**config.mk**
```make
export PLATFORM = sky130hd
export DESIGN_NAME = clk_ctrl
export DESIGN_NICKNAME = d
export VERILOG_FILES = /design/src/common/clk_ctrl_pkg.sv /design/src/verilog/clk_ctrl.sv
export SDC_FILE = /design/constraint.sdc
export NUM_CORES = 1
export LEC_CHECK = 0
export BUFFER_PORTS_ARGS = -buffer_cell sky130_fd_sc_hd__buf_2
export CAP_MARGIN = 20
export CORE_MARGIN = 1.5
export CORE_UTILIZATION = 57
export DETAILED_ROUTE_END_ITERATION = 12
export GPL_ROUTABILITY_DRIVEN = 0
export PLACE_DENSITY = 0.91
export SYNTH_ARGS = -nofsm -noshare
export SYNTH_HDL_FRONTEND = slang
export SYNTH_SLANG_ARGS = --single-unit
```
**constraint.sdc**
```tcl
create_clock -name clk_i -period 4.21 [get_ports clk_i]
set_input_delay 0.421 -clock clk_i [delete_from_list [all_inputs] [get_ports clk_i]]
set_output_delay 0.421 -clock clk_i [all_outputs]
set_load 0.005 [all_outputs]
```
**src/common/clk_ctrl_pkg.sv**
```systemverilog
package clk_ctrl_pkg;
    // ****************************************
    // register map
    // ****************************************
    localparam logic [7:0] OSC_CTRL_ADDR = 8'h00;
    localparam logic [7:0] CLK_DIV_ADDR = 8'h04;
    localparam logic [7:0] PLL_FBD_ADDR = 8'h08;

    // oscillator control fields
    localparam int CUR_SRC_LSB = 12;
    localparam int NEW_SRC_LSB = 8;
    localparam int CFG_LOCK_BIT = 7;
    localparam int PIN_LOCK_BIT = 6;
    localparam int PLL_LOCK_BIT = 5;
    localparam int CF_BIT = 3;
    localparam int SW_REQ_BIT = 0;

    // clock divisor fields
    localparam int RECOVER_BIT = 15;
    localparam int DOZE_LSB = 12;
    localparam int RATIO_EN_BIT = 11;
    localparam int FRC_DIV_LSB = 8;
    localparam int POST_LSB = 6;
    localparam int PRE_LSB = 0;

    // reset values
    localparam logic [2:0] FRC_DIV_RST = 3'h1;
    localparam logic [8:0] FBD_RST = 9'h030;
    localparam logic [2:0] ERASED_SRC = 3'h7;

    // source codes
    localparam logic [2:0] SRC_FRC = 3'h0;
    localparam logic [2:0] SRC_FRC_PLL = 3'h1;
    localparam logic [2:0] SRC_PRI = 3'h2;
    localparam logic [2:0] SRC_PRI_PLL = 3'h3;
    localparam logic [2:0] SRC_BACKUP = 3'h4;
    localparam logic [2:0] SRC_LOW_POWER_INTERNAL_OSC = 3'h5;
    localparam logic [2:0] SRC_FRC_DIV16 = 3'h6;
    localparam logic [2:0] SRC_FRC_DIVN = 3'h7;

    // ****************************************
    // timing
    // ****************************************
    localparam int CLK_PERIOD_NS = 50;
    localparam int PLL_START_NS = 2000;
    localparam int PLL_START_CYC = (PLL_START_NS + CLK_PERIOD_NS - 1)
                                   / CLK_PERIOD_NS;
    localparam int HANDOVER_NS = 200;
    localparam int HANDOVER_CYC = (HANDOVER_NS + CLK_PERIOD_NS - 1)
                                  / CLK_PERIOD_NS;

    typedef enum logic [3:0] {
        SW_IDLE = 4'b0001,
        SW_GATE = 4'b0010,
        SW_MOVE = 4'b0100,
        SW_UNGATE = 4'b1000
    } sw_state_t;
endpackage

```
**src/verilog/clk_ctrl.sv**
```systemverilog
`timescale 1ns/1ps
`default_nettype none
module clk_ctrl (
    input wire logic clk_i,
    input wire logic rst_i,
    input wire logic sys_rst_i,
    input wire logic wb_cyc_i,
    input wire logic wb_stb_i,
    input wire logic wb_we_i,
    input wire logic [7:0] wb_adr_i,
    input wire logic [3:0] wb_sel_i,
    input wire logic [31:0] wb_dat_i,
    output logic [31:0] wb_dat_o,
    output logic wb_ack_o,
    input wire logic [2:0] initial_source_cfg_i,
    input wire logic [1:0] primary_mode_cfg_i,
    input wire logic failsafe_switch_cfg_i,
    input wire logic erased_i,
    input wire logic unlock_i,
    input wire logic irq_i,
    input wire logic clock_fail_i,
    input wire logic fast_osc_fail_i,
    input wire logic pll_locked_i,
    output logic [2:0] current_source_sel_o,
    output logic [1:0] primary_mode_o,
    output logic pll_enable_o,
    output logic sys_clk_gate_o,
    output logic cy_en_o,
    output logic per_en_o,
    output logic frc_div_en_o,
    output logic [9:0] pll_mult_o,
    output logic [5:0] pll_pre_o,
    output logic [3:0] pll_post_o
);
    import clk_ctrl_pkg::*;

    // ****************************************
    // helpers
    // ****************************************
    // mask of the doze counter for a ratio code
    function automatic logic [6:0] doze_limit(input logic [2:0] code);
        doze_limit = 7'(({1'b0, 7'h7f}) >> (3'h7 - code));
    endfunction

    // postscaler terminal count, 111 jumps to divide by 256
    function automatic logic [7:0] frc_limit(input logic [2:0] code);
        if (code == 3'h7) begin
            frc_limit = 8'hff;
        end else begin
            frc_limit = 8'(8'h7f >> (3'h7 - code));
        end
    endfunction

    // pll sources use the loop
    function automatic logic uses_pll(input logic [2:0] code);
        uses_pll = (code == SRC_PRI_PLL) || (code == SRC_FRC_PLL);
    endfunction

    // ****************************************
    // state
    // ****************************************
    logic [2:0] cur_src_r, new_src_r;
    logic cfg_lock_r, pin_lock_r, cf_r, sw_req_r;
    logic recover_r, ratio_en_r;
    logic [2:0] doze_r, frc_div_r;
    logic [1:0] post_r;
    logic [4:0] pre_r;
    logic [8:0] fbd_r;
    logic [1:0] prim_r;
    logic unlock_r, ack_r;
    logic [1:0] s1_r, s2_r, s3_r, filt_r;
    sw_state_t sw_state_r;
    logic [2:0] hold_cnt_r;
    logic gate_r;
    logic [5:0] pll_tmr_r;
    logic cy_ph_r, cy_en_r, per_en_r, frc_en_r;
    logic [6:0] doze_cnt_r;
    logic [7:0] frc_cnt_r;
    logic [31:0] rdat_r;

    logic locked, req, wr, wr_osc, wr_div, wr_fbd;
    logic frc_failed, pll_locked, lock_stat, cy_tick;
    logic [2:0] boot_src;

    // ****************************************
    // bus decode
    // ****************************************
    assign req = wb_cyc_i && wb_stb_i && !ack_r;
    assign wr = wb_cyc_i && wb_stb_i && ack_r && wb_we_i; // lands with ack
    assign wr_osc = wr && (wb_adr_i == OSC_CTRL_ADDR) && unlock_r;
    assign wr_div = wr && (wb_adr_i == CLK_DIV_ADDR);
    assign wr_fbd = wr && (wb_adr_i == PLL_FBD_ADDR);
    assign locked = cfg_lock_r && failsafe_switch_cfg_i;
    assign boot_src = erased_i ? ERASED_SRC : initial_source_cfg_i;

    // one wait state, then ack for one cycle
    always_ff @(posedge clk_i) begin
        if (rst_i || sys_rst_i) begin
            ack_r <= 1'b0;
        end else begin
            ack_r <= req;
        end
    end

    // read data captured with the request
    always_ff @(posedge clk_i) begin
        if (rst_i || sys_rst_i) begin
            rdat_r <= 32'h0;
        end else if (req) begin
            case (wb_adr_i)
                OSC_CTRL_ADDR: begin
                    rdat_r <= (32'(cur_src_r) << CUR_SRC_LSB)
                        | (32'(new_src_r) << NEW_SRC_LSB)
                        | (32'(cfg_lock_r) << CFG_LOCK_BIT)
                        | (32'(pin_lock_r) << PIN_LOCK_BIT)
                        | (32'(lock_stat) << PLL_LOCK_BIT)
                        | (32'(cf_r) << CF_BIT)
                        | (32'(sw_req_r) << SW_REQ_BIT);
                end
                CLK_DIV_ADDR: begin
                    rdat_r <= (32'(recover_r) << RECOVER_BIT)
                        | (32'(doze_r) << DOZE_LSB)
                        | (32'(ratio_en_r) << RATIO_EN_BIT)
                        | (32'(frc_div_r) << FRC_DIV_LSB)
                        | (32'(post_r) << POST_LSB)
                        | (32'(pre_r) << PRE_LSB);
                end
                PLL_FBD_ADDR: begin
                    rdat_r <= {23'h0, fbd_r};
                end
                default: begin
                    rdat_r <= 32'h0;
                end
            endcase
        end
    end

    assign wb_ack_o = ack_r;
    assign wb_dat_o = rdat_r;

    // unlock arms one oscillator control write
    always_ff @(posedge clk_i) begin
        if (rst_i || sys_rst_i) begin
            unlock_r <= 1'b0;
        end else if (unlock_i) begin
            unlock_r <= 1'b1;
        end else if (wr && (wb_adr_i == OSC_CTRL_ADDR)) begin
            unlock_r <= 1'b0;
        end
    end

    // ****************************************
    // input synchronisers
    // ****************************************
    // three stages; a level counts once stages two and three agree
    always_ff @(posedge clk_i) begin
        if (rst_i) begin
            s1_r <= 2'h0;
            s2_r <= 2'h0;
            s3_r <= 2'h0;
            filt_r <= 2'h0;
        end else begin
            s1_r <= {pll_locked_i, fast_osc_fail_i};
            s2_r <= s1_r;
            s3_r <= s2_r;
            for (int i = 0; i < 2; i++) begin
                if (s2_r[i] == s3_r[i]) begin
                    filt_r[i] <= s3_r[i];
                end
            end
        end
    end

    assign frc_failed = filt_r[0];
    assign pll_locked = filt_r[1];

    // ****************************************
    // oscillator control register
    // ****************************************
    // new source and lock bits, power-on only
    always_ff @(posedge clk_i) begin
        if (rst_i) begin
            new_src_r <= boot_src;
            prim_r <= primary_mode_cfg_i;
            cfg_lock_r <= 1'b0;
            pin_lock_r <= 1'b0;
        end else if (wr_osc) begin
            if (wb_sel_i[1] && !locked
                && wb_dat_i[NEW_SRC_LSB +: 3] != SRC_BACKUP) begin
                new_src_r <= wb_dat_i[NEW_SRC_LSB +: 3];
            end
            if (wb_sel_i[0]) begin
                cfg_lock_r <= locked | wb_dat_i[CFG_LOCK_BIT];
                pin_lock_r <= wb_dat_i[PIN_LOCK_BIT];
            end
        end
    end

    // failure flag: a new failure beats a clear
    always_ff @(posedge clk_i) begin
        if (rst_i) begin
            cf_r <= 1'b0;
        end else if (clock_fail_i) begin
            cf_r <= 1'b1;
        end else if (wr_osc && wb_sel_i[0] && !wb_dat_i[CF_BIT]) begin
            cf_r <= 1'b0;
        end
    end

    // switch request, set by software and cleared on completion
    always_ff @(posedge clk_i) begin
        if (rst_i) begin
            sw_req_r <= 1'b0;
        end else if (wr_osc && wb_sel_i[0] && wb_dat_i[SW_REQ_BIT]
                     && !locked) begin
            sw_req_r <= 1'b1;
        end else if (sw_state_r == SW_UNGATE) begin
            sw_req_r <= 1'b0;
        end
    end

    // ****************************************
    // clock switch sequencer
    // ****************************************
    // stop the gate, let the old clock settle, move, reopen
    always_ff @(posedge clk_i) begin
        if (rst_i || sys_rst_i) begin
            sw_state_r <= SW_IDLE;
            hold_cnt_r <= 3'h0;
            gate_r <= 1'b1;
        end else begin
            case (sw_state_r)
                SW_IDLE: begin
                    if (sw_req_r) begin
                        sw_state_r <= SW_GATE;
                        gate_r <= 1'b0;
                        hold_cnt_r <= 3'(HANDOVER_CYC - 1);
                    end
                end
                SW_GATE: begin
                    if (hold_cnt_r == 3'h0) begin
                        sw_state_r <= SW_MOVE;
                    end else begin
                        hold_cnt_r <= hold_cnt_r - 3'h1;
                    end
                end
                SW_MOVE: begin
                    sw_state_r <= SW_UNGATE;
                    gate_r <= 1'b1;
                end
                SW_UNGATE: begin
                    sw_state_r <= SW_IDLE;
                end
                default: begin
                    sw_state_r <= SW_IDLE;
                    gate_r <= 1'b1;
                end
            endcase
        end
    end

    // current source; a failed internal oscillator takes priority
    always_ff @(posedge clk_i) begin
        if (rst_i) begin
            cur_src_r <= boot_src;
        end else if (frc_failed) begin
            cur_src_r <= SRC_BACKUP;
        end else if (sw_state_r == SW_MOVE) begin
            cur_src_r <= new_src_r;
        end
    end

    // pll start timer restarts whenever the loop is not in use
    always_ff @(posedge clk_i) begin
        if (rst_i || sys_rst_i || !uses_pll(cur_src_r)) begin
            pll_tmr_r <= 6'h0;
        end else if (pll_tmr_r != 6'(PLL_START_CYC)) begin
            pll_tmr_r <= pll_tmr_r + 6'h1;
        end
    end

    assign lock_stat = uses_pll(cur_src_r)
        && (pll_locked || pll_tmr_r == 6'(PLL_START_CYC));

    // ****************************************
    // clock divisor and feedback registers
    // ****************************************
    // doze controls; an interrupt recovery overrides a write
    always_ff @(posedge clk_i) begin
        if (rst_i) begin
            recover_r <= 1'b0;
            doze_r <= 3'h0;
            ratio_en_r <= 1'b0;
        end else begin
            if (wr_div && wb_sel_i[1]) begin
                recover_r <= wb_dat_i[RECOVER_BIT];
                if (!ratio_en_r) begin
                    doze_r <= wb_dat_i[DOZE_LSB +: 3];
                end
            end
            if (irq_i && recover_r) begin
                ratio_en_r <= 1'b0;
            end else if (wr_div && wb_sel_i[1]) begin
                // a field written to 000 in the same write also blocks it
                ratio_en_r <= wb_dat_i[RATIO_EN_BIT]
                    && (doze_r != 3'h0)
                    && (ratio_en_r
                        || wb_dat_i[DOZE_LSB +: 3] != 3'h0);
            end
        end
    end

    // postscalers and prescaler; pll fields freeze under the lock
    always_ff @(posedge clk_i) begin
        if (rst_i) begin
            frc_div_r <= FRC_DIV_RST;
            post_r <= 2'h0;
            pre_r <= 5'h0;
        end else if (wr_div) begin
            if (wb_sel_i[1]) begin
                frc_div_r <= wb_dat_i[FRC_DIV_LSB +: 3];
            end
            if (wb_sel_i[0] && !locked) begin
                post_r <= wb_dat_i[POST_LSB +: 2];
                pre_r <= wb_dat_i[PRE_LSB +: 5];
            end
        end
    end

    // feedback divisor, split over two byte lanes
    always_ff @(posedge clk_i) begin
        if (rst_i) begin
            fbd_r <= FBD_RST;
        end else if (wr_fbd && !locked) begin
            if (wb_sel_i[0]) begin
                fbd_r[7:0] <= wb_dat_i[7:0];
            end
            if (wb_sel_i[1]) begin
                fbd_r[8] <= wb_dat_i[8];
            end
        end
    end

    // ****************************************
    // rate enables
    // ****************************************
    assign cy_tick = cy_ph_r;

    // instruction and peripheral enables
    always_ff @(posedge clk_i) begin
        if (rst_i || sys_rst_i) begin
            cy_ph_r <= 1'b0;
            cy_en_r <= 1'b0;
            per_en_r <= 1'b0;
            doze_cnt_r <= 7'h0;
        end else begin
            cy_ph_r <= !cy_ph_r;
            cy_en_r <= cy_tick;
            per_en_r <= cy_tick
                && (!ratio_en_r || doze_cnt_r == 7'h0);
            if (cy_tick) begin
                if (doze_cnt_r >= doze_limit(doze_r)) begin
                    doze_cnt_r <= 7'h0;
                end else begin
                    doze_cnt_r <= doze_cnt_r + 7'h1;
                end
            end
        end
    end

    // internal oscillator postscaler enable
    always_ff @(posedge clk_i) begin
        if (rst_i || sys_rst_i) begin
            frc_cnt_r <= 8'h0;
            frc_en_r <= 1'b0;
        end else if (frc_cnt_r >= frc_limit(frc_div_r)) begin
            frc_cnt_r <= 8'h0;
            frc_en_r <= 1'b1;
        end else begin
            frc_cnt_r <= frc_cnt_r + 8'h1;
            frc_en_r <= 1'b0;
        end
    end

    // ****************************************
    // outputs
    // ****************************************
    assign current_source_sel_o = cur_src_r;
    assign primary_mode_o = prim_r;
    assign pll_enable_o = uses_pll(cur_src_r);
    assign sys_clk_gate_o = gate_r;
    assign cy_en_o = cy_en_r;
    assign per_en_o = per_en_r;
    assign frc_div_en_o = frc_en_r;
    assign pll_mult_o = {1'b0, fbd_r} + 10'h2;
    assign pll_pre_o = {1'b0, pre_r} + 6'h2;
    assign pll_post_o = {1'b0, post_r, 1'b0} + 4'h2;
endmodule // clk_ctrl
`default_nettype wire
```
**Word level (Yosys, flattened, before mapping)**

Cells that the tools add are included.

- Logic and storage cells: 163
- Input port bits: 62
- Bits in registers: 111
- Output and inout bits: 63

- Equality and inequality tests: 17
- $lt $le $gt $ge: 2
- Shift-type cells: 2
- $add $sub $neg: 9
- Multiplexer cells: 26
- Reduce and logical (&&, ||, !) cells: 60
- Bitwise gates (word level): 14

Operators with widths:

| operator | count |
|---|---|
| one-hot mux 32 bit (3 select lines) | 1 |
| two-way mux 3 bit | 9 |
| logical AND 1 bit | 23 |
| AND reduction 2 bit | 9 |
| two-way mux 8 bit | 2 |
| OR 16 x 11 -> 16 bit | 1 |
| OR 16 x 12 -> 16 bit | 1 |
| OR 16 x 15 -> 16 bit | 1 |
| OR 16 x 5 -> 16 bit | 1 |
| OR 16 x 8 -> 16 bit | 1 |
| OR 15 x 1 -> 15 bit | 1 |
| OR 15 x 11 -> 15 bit | 1 |
| OR 15 x 4 -> 15 bit | 1 |
| OR 15 x 6 -> 15 bit | 1 |
| OR 15 x 7 -> 15 bit | 1 |
| OR 15 x 8 -> 15 bit | 1 |
| one-hot mux 4 bit (3 select lines) | 1 |
| nonzero test 2 bit | 6 |
| adder 9 x 2 -> 10 bit (second input constant) | 1 |
| nonzero test 3 bit | 3 |
| adder 8 x 1 -> 8 bit (second input constant) | 1 |
| equality test 8 x 3 -> 1 bit (second input constant) | 1 |
| equality test 8 x 4 -> 1 bit (second input constant) | 1 |
| greater-or-equal comparator 8 bit | 1 |
| other kinds (35) | 60 |

**Logic depth before layout (Yosys ltp)**

Gate-level depths: netlist (run 1).

- Word-level depth: 9
- Depth in mapped cells: 7
- Depth with buffers taken out: 6

**Worst setup path after synthesis (run 1)**

No wires, ideal clock.

- Path type: register to register
- From: reg frc_div_r[2]
- To: reg frc_en_r (netlist: frc_div_en_o)
- Library setup time: 115 ps
- Data arrival time: 2029 ps
- Cell stages (with the launch flop): 8
- Setup slack: 2065 ps
- Path buffers: 1
- Path through: dfxtp_1 clkbuf_1 or3_1 ha_1 nand2b_1 a2111oi_0 o311ai_1 and3_1

- Word-level cells in the longest chain between the ends: 6

Ends and longest elaborated chain:

| what | line | source |
|---|---|---|
| from (decl) | clk_ctrl.sv:65 | `logic [2:0] doze_r, frc_div_r;` |
| from (signal assigned) | clk_ctrl.sv:321 | `frc_div_r <= wb_dat_i[FRC_DIV_LSB +: 3];` |
| subtractor 3 bit | clk_ctrl.sv:50 | `frc_limit = 8'(8'h7f >> (3'h7 - code));` |
| right shift 7 x 3 -> 8 bit | clk_ctrl.sv:50 |  |
| two-way mux 8 bit * | clk_ctrl.sv:47 | `if (code == 3'h7) begin` |
| two-way mux 8 bit * | clk_ctrl.sv:373 | `if (rst_i \|\| sys_rst_i) begin` |
| greater-or-equal comparator 8 bit * | clk_ctrl.sv:376 | `end else if (frc_cnt_r >= frc_limit(frc_div_r)) begin` |
| two-way mux 1 bit * | clk_ctrl.sv:376 |  |
| to (signal assigned) | clk_ctrl.sv:375 | `frc_en_r <= 1'b0;` |
| to (signal assigned) | clk_ctrl.sv:378 | `frc_en_r <= 1'b1;` |
| to (signal assigned) | clk_ctrl.sv:381 | `frc_en_r <= 1'b0;` |
| to (decl) | clk_ctrl.sv:76 | `logic cy_ph_r, cy_en_r, per_en_r, frc_en_r;` |

Every way passes the cells marked *; elsewhere a longest branch is shown, timed or not. The select of a mux whose other input is x is not followed.
A chain may end at the register's enable or synchronous reset.

**Worst setup path after layout (run 1)**

- From: reg frc_div_r[1]
- To: reg frc_cnt_r[3]

- Word-level cells in the longest chain between the ends: 6

Ends and longest elaborated chain:

| what | line | source |
|---|---|---|
| subtractor 3 bit | clk_ctrl.sv:50 |  |
| right shift 7 x 3 -> 8 bit | clk_ctrl.sv:50 |  |
| two-way mux 8 bit * | clk_ctrl.sv:47 |  |
| two-way mux 8 bit * | clk_ctrl.sv:373 |  |
| greater-or-equal comparator 8 bit * | clk_ctrl.sv:376 |  |
| OR reduction 2 bit (no line) * | n/a |  |
| to (signal assigned) | clk_ctrl.sv:380 | `frc_cnt_r <= frc_cnt_r + 8'h1;` |
| to (decl) | clk_ctrl.sv:78 | `logic [7:0] frc_cnt_r;` |

Marked as above.

==> impl_metrics.json, run 1 <==
{
  "status": "completed",
  "finClkSkew_ps": 12.59,
  "post-route-min-period_ps": 2554,
  "synth-edff-count": 8,
  "ctsHtreeMaxLevel": 3,
  "place_hpwl_um": 7796,
  "wl_um": 10680,
  "hold_end": "primary_mode_o[1]",
  "final_cell_count_no_fill": 683,
  "place_area_um2": 5106,
  "critPathMaxStageDelay_ps": 950,
  "relSlewSlack_pct": 24.34,
  "cp-start-kind": "register",
  "synthFlopType": "dfxtp_1",
  "wl_per_cell_um": 15.63,
  "grt_max_degree": 54,
  "synthArstFlopShare_pct": 0,
  "synth_cell_types": 56,
  "synth_top_area_share_pct": 37.10,
  "ant_nets": 0,
  "yosysWarnings": 0,
  "cts-root-buf": "clkbuf_8",
  "cp_max_fo": 9,
  "stdcell_area_um2": 5283,
  "area_growth_syn_to_layout_pct": 12.53,
  "first_pass_iters": 5,
  "final_util_pct": 67.32,
  "fp.dieH_um": 93.75,
  "antennaDiodeCount": 0,
  "arrival_ps": 2730,
  "rows": 32,
  "hold_path_class": "in -> reg",
  "syn_inst": 499,
  "hold_viol": 0,
  "worstSetupPathType": "reg -> reg",
  "drt-initial-drc-count": 213,
  "final.setup.tns_ps": 0,
  "die_area_um2": 8789,
  "layout.nets": 661,
  "finalCritPeriodShare_pct": 60.67,
  "min_path_cells": 1,
  "place_inst": 667,
  "worstReg2RegEnd": "frc_cnt_r[3]",
  "clock_latency_ps": 360,
  "peakVddDrop_uv": 155.1,
  "max_freq_mhz": 391.5,
  "nFillCells": 596,
  "cp_slowest_cell": "o311ai_1",
  "finalSetupViolations": 0,
  "cap_violations": 0,
  "yosysMostFrequentCell": "dfxtp_1",
  "synth_area_leaders": "dfxtp_1, mux2i_1, ha_1, edfxtp_1, nor2_1",
  "grt_pass1_wl_um": 17060,
  "r2r_start": "frc_div_r[1]",
  "layout-drive-gt1-share_pct": 19.45,
  "grt_pass1_vias": 3750,
  "drv_slew": 0,
  "tightest_slew_ps": 1117,
  "numCtsBuffers": 9,
  "grt_use_total_pct": 24.68,
  "cts_sinks": 95,
  "die_x_um": 93.75,
  "synth_area_per_cell_um2": 9.408,
  "boundaryPins": 125,
  "tritoncts": "done",
  "start_util_pct": 59.82,
  "postCtsSetupBuffers": 0,
  "ctsLongestPathBuffers": 2,
  "r2r_setup_slack_ps": 1660,
  "synth_seq_cells": 95,
  "vias": 3978,
  "overflow": 0,
  "antenna_found_initial": 0,
  "critPathCaptureType": "register",
  "cts_hold_buf": 0,
  "p_leak_uw": 0.002214,
  "ctsResizeCount": 0,
  "syn_area_um2": 4695,
  "via_per_inst": 5.824,
  "synth_commonest_cells": "dfxtp_1, nor2_1, mux2i_1, nand2_1, ha_1",
  "yosys.area.top_type": "dfxtp_1",
  "r2r_cells": 6,
  "rsz0062_at_grt": "false",
  "required_ps": 4390,
  "powerDensity_nw_per_um2": 302.2,
  "min_from": "primary_mode_cfg_i[1]",
  "io_buffers": 89,
  "coreArea_um2": 7848,
  "clk_pin_slew_ps": 90,
  "drc": 0,
  "seq_area_frac_synth_pct": 42.22,
  "path_cells": "or3_1, ha_1, nand2b_1, a2111oi_0, o311ai_1, a211oi_1"
}
==> how the worst max path moves through the flow <==
stage / startpoint / to / slack (ps) / cells past startpoint
6_report: frc_div_r[1] / frc_cnt_r[3] / 1660 / 6
5_1_grt: frc_div_r[1] / frc_cnt_r[2] / 1550 / 6
4_1_cts: frc_div_r[0] / frc_cnt_r[3] / 1690 / 6
3_5_place_dp: wb_adr_i[2] / doze_r[2] / 1520 / 5
3_3_place_gp: wb_adr_i[2] / doze_r[2] / 1570 / 5
2_1_floorplan: frc_div_r[2] / frc_div_en_o / 2070 / 7
==> cells in the final DEF (no fill, tap or decap), types with 3 or more instances in the layout <==
cell       netlist  layout
buf_2            3      89
dfxtp_1         87      87
nor2_1          58      58
mux2i_1         29      29
nand2_1         26      26
ha_1            23      23
a211oi_1        19      19
inv_1           18      18
nand3_1         17      17
conb_1           1      17
o21ai_0         15      15
a21oi_1         15      15
xor2_1          14      14
o2bb2ai_1       13      13
xnor2_1         12      12
nand4_1         11      11
nor2b_1         10      10
a22oi_1          9       9
clkbuf_8         0       9
nand2b_1         8       8
edfxtp_1         8       8
and3_1           6       6
a211o_1          5       5
nor4_1           4       4
and4_1           3       3
or3_1            3       3
and2_1           3       3
a21boi_0         3       3
nor3_1           3       3
nand3b_1         3       3
o31ai_1          3       3
or4b_1           3       3
inv_4            0       3
==> cell families (layout without fill, tap and decap cells) <==
kind of cell	after synthesis	count (layout)	synth area share, %
flops	95	95	42.22
mux	29	29	6.183
other cells	1	17	0.07988
xor+xnor	26	26	4.851
compound gates	98	98	14.77
buf+inv	58	124	6.316
fa+ha+maj	23	23	6.130
simple gates	169	169	19.46
==> flip-flops by register name, summed over array words and instances, names as in the netlist, 2 cells and up <==
register	count
s1_r	2
primary_mode_o	2
wb_dat_o	16
filt_r	2
sw_state_r	4
frc_cnt_r	8
pll_tmr_r	6
pre_r	5
s3_r	2
s2_r	2
doze_cnt_r	7
new_src_r	3
fbd_r	9
frc_div_r	3
post_r	2
hold_cnt_r	3
current_source_sel_o	3
doze_r	3
==> power breakdown <==
group | total (µW) | internal [µW] | switching, µW
clock | 556 | 222 | 334
combinational | 106 | 39.7 | 66.1
sequential | 934 | 925 | 9.63
total | 1600 | 1190 | 410
==> area by class of cell <==
cell class	instances	area, µm²	area share [%]
inverters	18	67.56	1.279
well taps	102	127.6	2.416
clock inverters	7	52.55	0.9948
clock buffers	9	123.9	2.345
flip-flops and latches	95	1982	37.52
repair buffers	90	452.9	8.574
multi-input cells	362	2476	46.87
==> routing by layer <==
layer / wire length (µm) / global-route usage (%) / vias up
li1: - / - / 1916
met1: 4482 / 30.50 / 1862
met2: 5094 / 42.39 / 171
met3: 898 / 5.178 / 29
met4: 203 / 8.706 / 0
met5: 0 / 0 / -
==> critical path, delay by kind of cell (launching register included) <==
family | cells | cell delay, ps
AO/OA/AOI/OAI | 3 | 1220
AND/OR/NAND/NOR | 2 | 480
flip-flops | 1 | 400
adder cells (fa/ha/maj) | 1 | 270
==> through the flow <==
step | power (µW) | setup WS, ps | hold slack, ps
3_5_place_dp | 1059 | 1519 | 420.4
6_report | 1597 | 1656 | 235.2
3_3_place_gp | 1055 | 1569 | 420.6
5_1_grt | 1661 | 1548 | 220.7
2_1_floorplan | 1020 | 2065 | 413.8
4_1_cts | 1598 | 1692 | 232.5
Power figures use the tool's default switching activity.
==> run 2: changes to the inputs <==
--- a/config.mk
+++ b/config.mk
@@ -8,10 +8,10 @@
 export BUFFER_PORTS_ARGS = -buffer_cell sky130_fd_sc_hd__buf_2
 export CAP_MARGIN = 20
 export CORE_MARGIN = 1.5
-export CORE_UTILIZATION = 57
+export CORE_UTILIZATION = 48
 export DETAILED_ROUTE_END_ITERATION = 12
 export GPL_ROUTABILITY_DRIVEN = 0
-export PLACE_DENSITY = 0.91
+export PLACE_DENSITY = 0.83
 export SYNTH_ARGS = -nofsm -noshare
 export SYNTH_HDL_FRONTEND = slang
 export SYNTH_SLANG_ARGS = --single-unit
==> constraint.sdc (replaced) <==
create_clock -name clk_i -period 2.1 [get_ports clk_i]
set_input_delay 0.21 -clock clk_i [delete_from_list [all_inputs] [get_ports clk_i]]
set_output_delay 0.21 -clock clk_i [all_outputs]
set_load 0.005 [all_outputs]
==> impl_metrics.json, run 2 (synthesis results as in run 1) <==
{
  "numCtsBuffers": 9,
  "layout-drive-gt1-share_pct": 24.37,
  "clock_latency_ps": 360,
  "die_x_um": 101.9,
  "start_util_pct": 50.09,
  "ant_nets": 0,
  "grt_pass1_vias": 3867,
  "rows": 35,
  "ff_latch_area_um2": 1983,
  "cts-root-buf": "clkbuf_8",
  "place_hpwl_um": 8396,
  "cp_max_fo": 5,
  "peakVddDrop_uv": 335.3,
  "cts_sinks": 95,
  "arrival_ps": 2460,
  "wl_um": 11570,
  "grt_pass1_wl_um": 18240,
  "p_clk_share_pct": 34.6,
  "status": "finished, violations left",
  "ctsHtreeMaxLevel": 3,
  "top_layer_used": "met4",
  "layout_common_cells": "buf_2, dfxtp_1, nor2_1",
  "via_per_inst": 5.632,
  "rsz0062_at_grt": "true",
  "hold_path_class": "in -> reg",
  "io_buffers": 89,
  "fp.dieH_um": 101.9,
  "ctsLongestPathBuffers": 2,
  "critPathCaptureType": "register",
  "finalCritPeriodShare_pct": 103.8,
  "hold_viol": 0,
  "p_switching_uw": 781.9,
  "powerDensity_nw_per_um2": 584.7,
  "layout.nets": 681,
  "grt_use_total_pct": 22.35,
  "place_area_um2": 5284,
  "setup_slack_ps": -79.96,
  "antenna_found_initial": 0,
  "antennaDiodeCount": 0,
  "violations": "setup timing",
  "p_leak_uw": 0.002341,
  "final_common_cell": "buf_2",
  "relSlewSlack_pct": 56.07,
  "cp-start-kind": "register",
  "cap_violations": 0,
  "cts_hold_buf": 0,
  "finalSetupViolations": 5,
  "wl_per_cell_um": 15.89,
  "coreArea_um2": 9371,
  "boundaryPins": 125,
  "wl_met2_um": 5262,
  "stdcell_area_um2": 5599,
  "drc": 0,
  "required_ps": 2380,
  "multi_input_area_um2": 2613,
  "seq_power_share_pct": 57.2,
  "nFillCells": 805,
  "power_frac_comb_pct": 8.2,
  "worstSetupPathType": "reg -> reg",
  "die_area_um2": 10380,
  "drt-initial-drc-count": 282,
  "overflow": 0,
  "first_pass_iters": 5,
  "drv_slew": 0,
  "post-route-min-period_ps": 2180,
  "grt_max_degree": 45,
  "power_uw": 3274,
  "switching_share_pct": 23.88,
  "wl_met1_um": 5167,
  "tritoncts": "done",
  "final.setup.tns_ps": -285.9,
  "tightest_slew_ps": 652.1,
  "vias": 4100,
  "max_freq_mhz": 458.7,
  "internal-power_uw": 2492,
  "area_growth_syn_to_layout_pct": 19.27,
  "finClkSkew_ps": 15.45,
  "largest_reg_flops": 16,
  "clk_pin_slew_ps": 90,
  "wl_met3_um": 939
}
[run 2: layout make-up]
cell class              instances  area share (%)
well taps                     129           2.883
flip-flops and latches         95           35.42
clock buffers                  12           2.972
repair buffers                109           10.64
inverters                      18           1.207
multi-input cells             363           46.66
clock inverters                 2          0.2235
[run 2: power by group through the flow]
stage	combinational (µW)	sequential (µW)	clock, µW
floorplan	139	1910	0
global placement	217	1910	0
detailed placement	224	1920	0
CTS	237	1870	1160
global route	293	1880	1220
finish	269	1870	1130
[run 2: critical path, stage by stage, from the launching register on]
cell and delay (ps):
dfxtp_2 330, or3_4 390, ha_4 240, nand2b_4 140
a2111oi_4 390, buf_4 190, o311ai_4 160, a211oi_2 270
[run 2: path summary, 6_finish.rpt]
path	startpoint	end	slack, ps	cells after the start
min reg2reg	s1_r[0]	s2_r[0]	440	1
min	primary_mode_cfg_i[0]	primary_mode_o[0]	20	1
max	frc_div_r[2]	frc_cnt_r[7]	-80	7
max reg2reg	frc_div_r[2]	frc_cnt_r[7]	-80	7
[run 2: metal layers]
metal / GRT usage (%) / up-vias
met5: 0 / -
met4: 7.798 / 0
met3: 4.993 / 17
met2: 35.59 / 162
met1: 30.09 / 1961
li1: - / 1960
[run 2: metrics by stage]
stage / hold slack, ps / cells / utilization, % / setup WS, ps
2_1_floorplan: 308.9 / 515 / - / 0.1792
3_3_place_gp: 390.4 / 712 / 56.38 / -24.23
3_5_place_dp: 388.4 / 712 / 56.38 / -116.7
4_1_cts: 11.47 / 726 / 58.64 / 16.51
5_1_grt: 7.577 / 728 / 59.75 / -118.6
6_report: 21.14 / 728 / 59.75 / -79.96
[run 2: what timing repair did]
action	in CTS	in global routing
setup endpoints to repair	16	10
cloned	0	1
pin swaps	0	7
buffers inserted	0	1
resized for setup	4	14
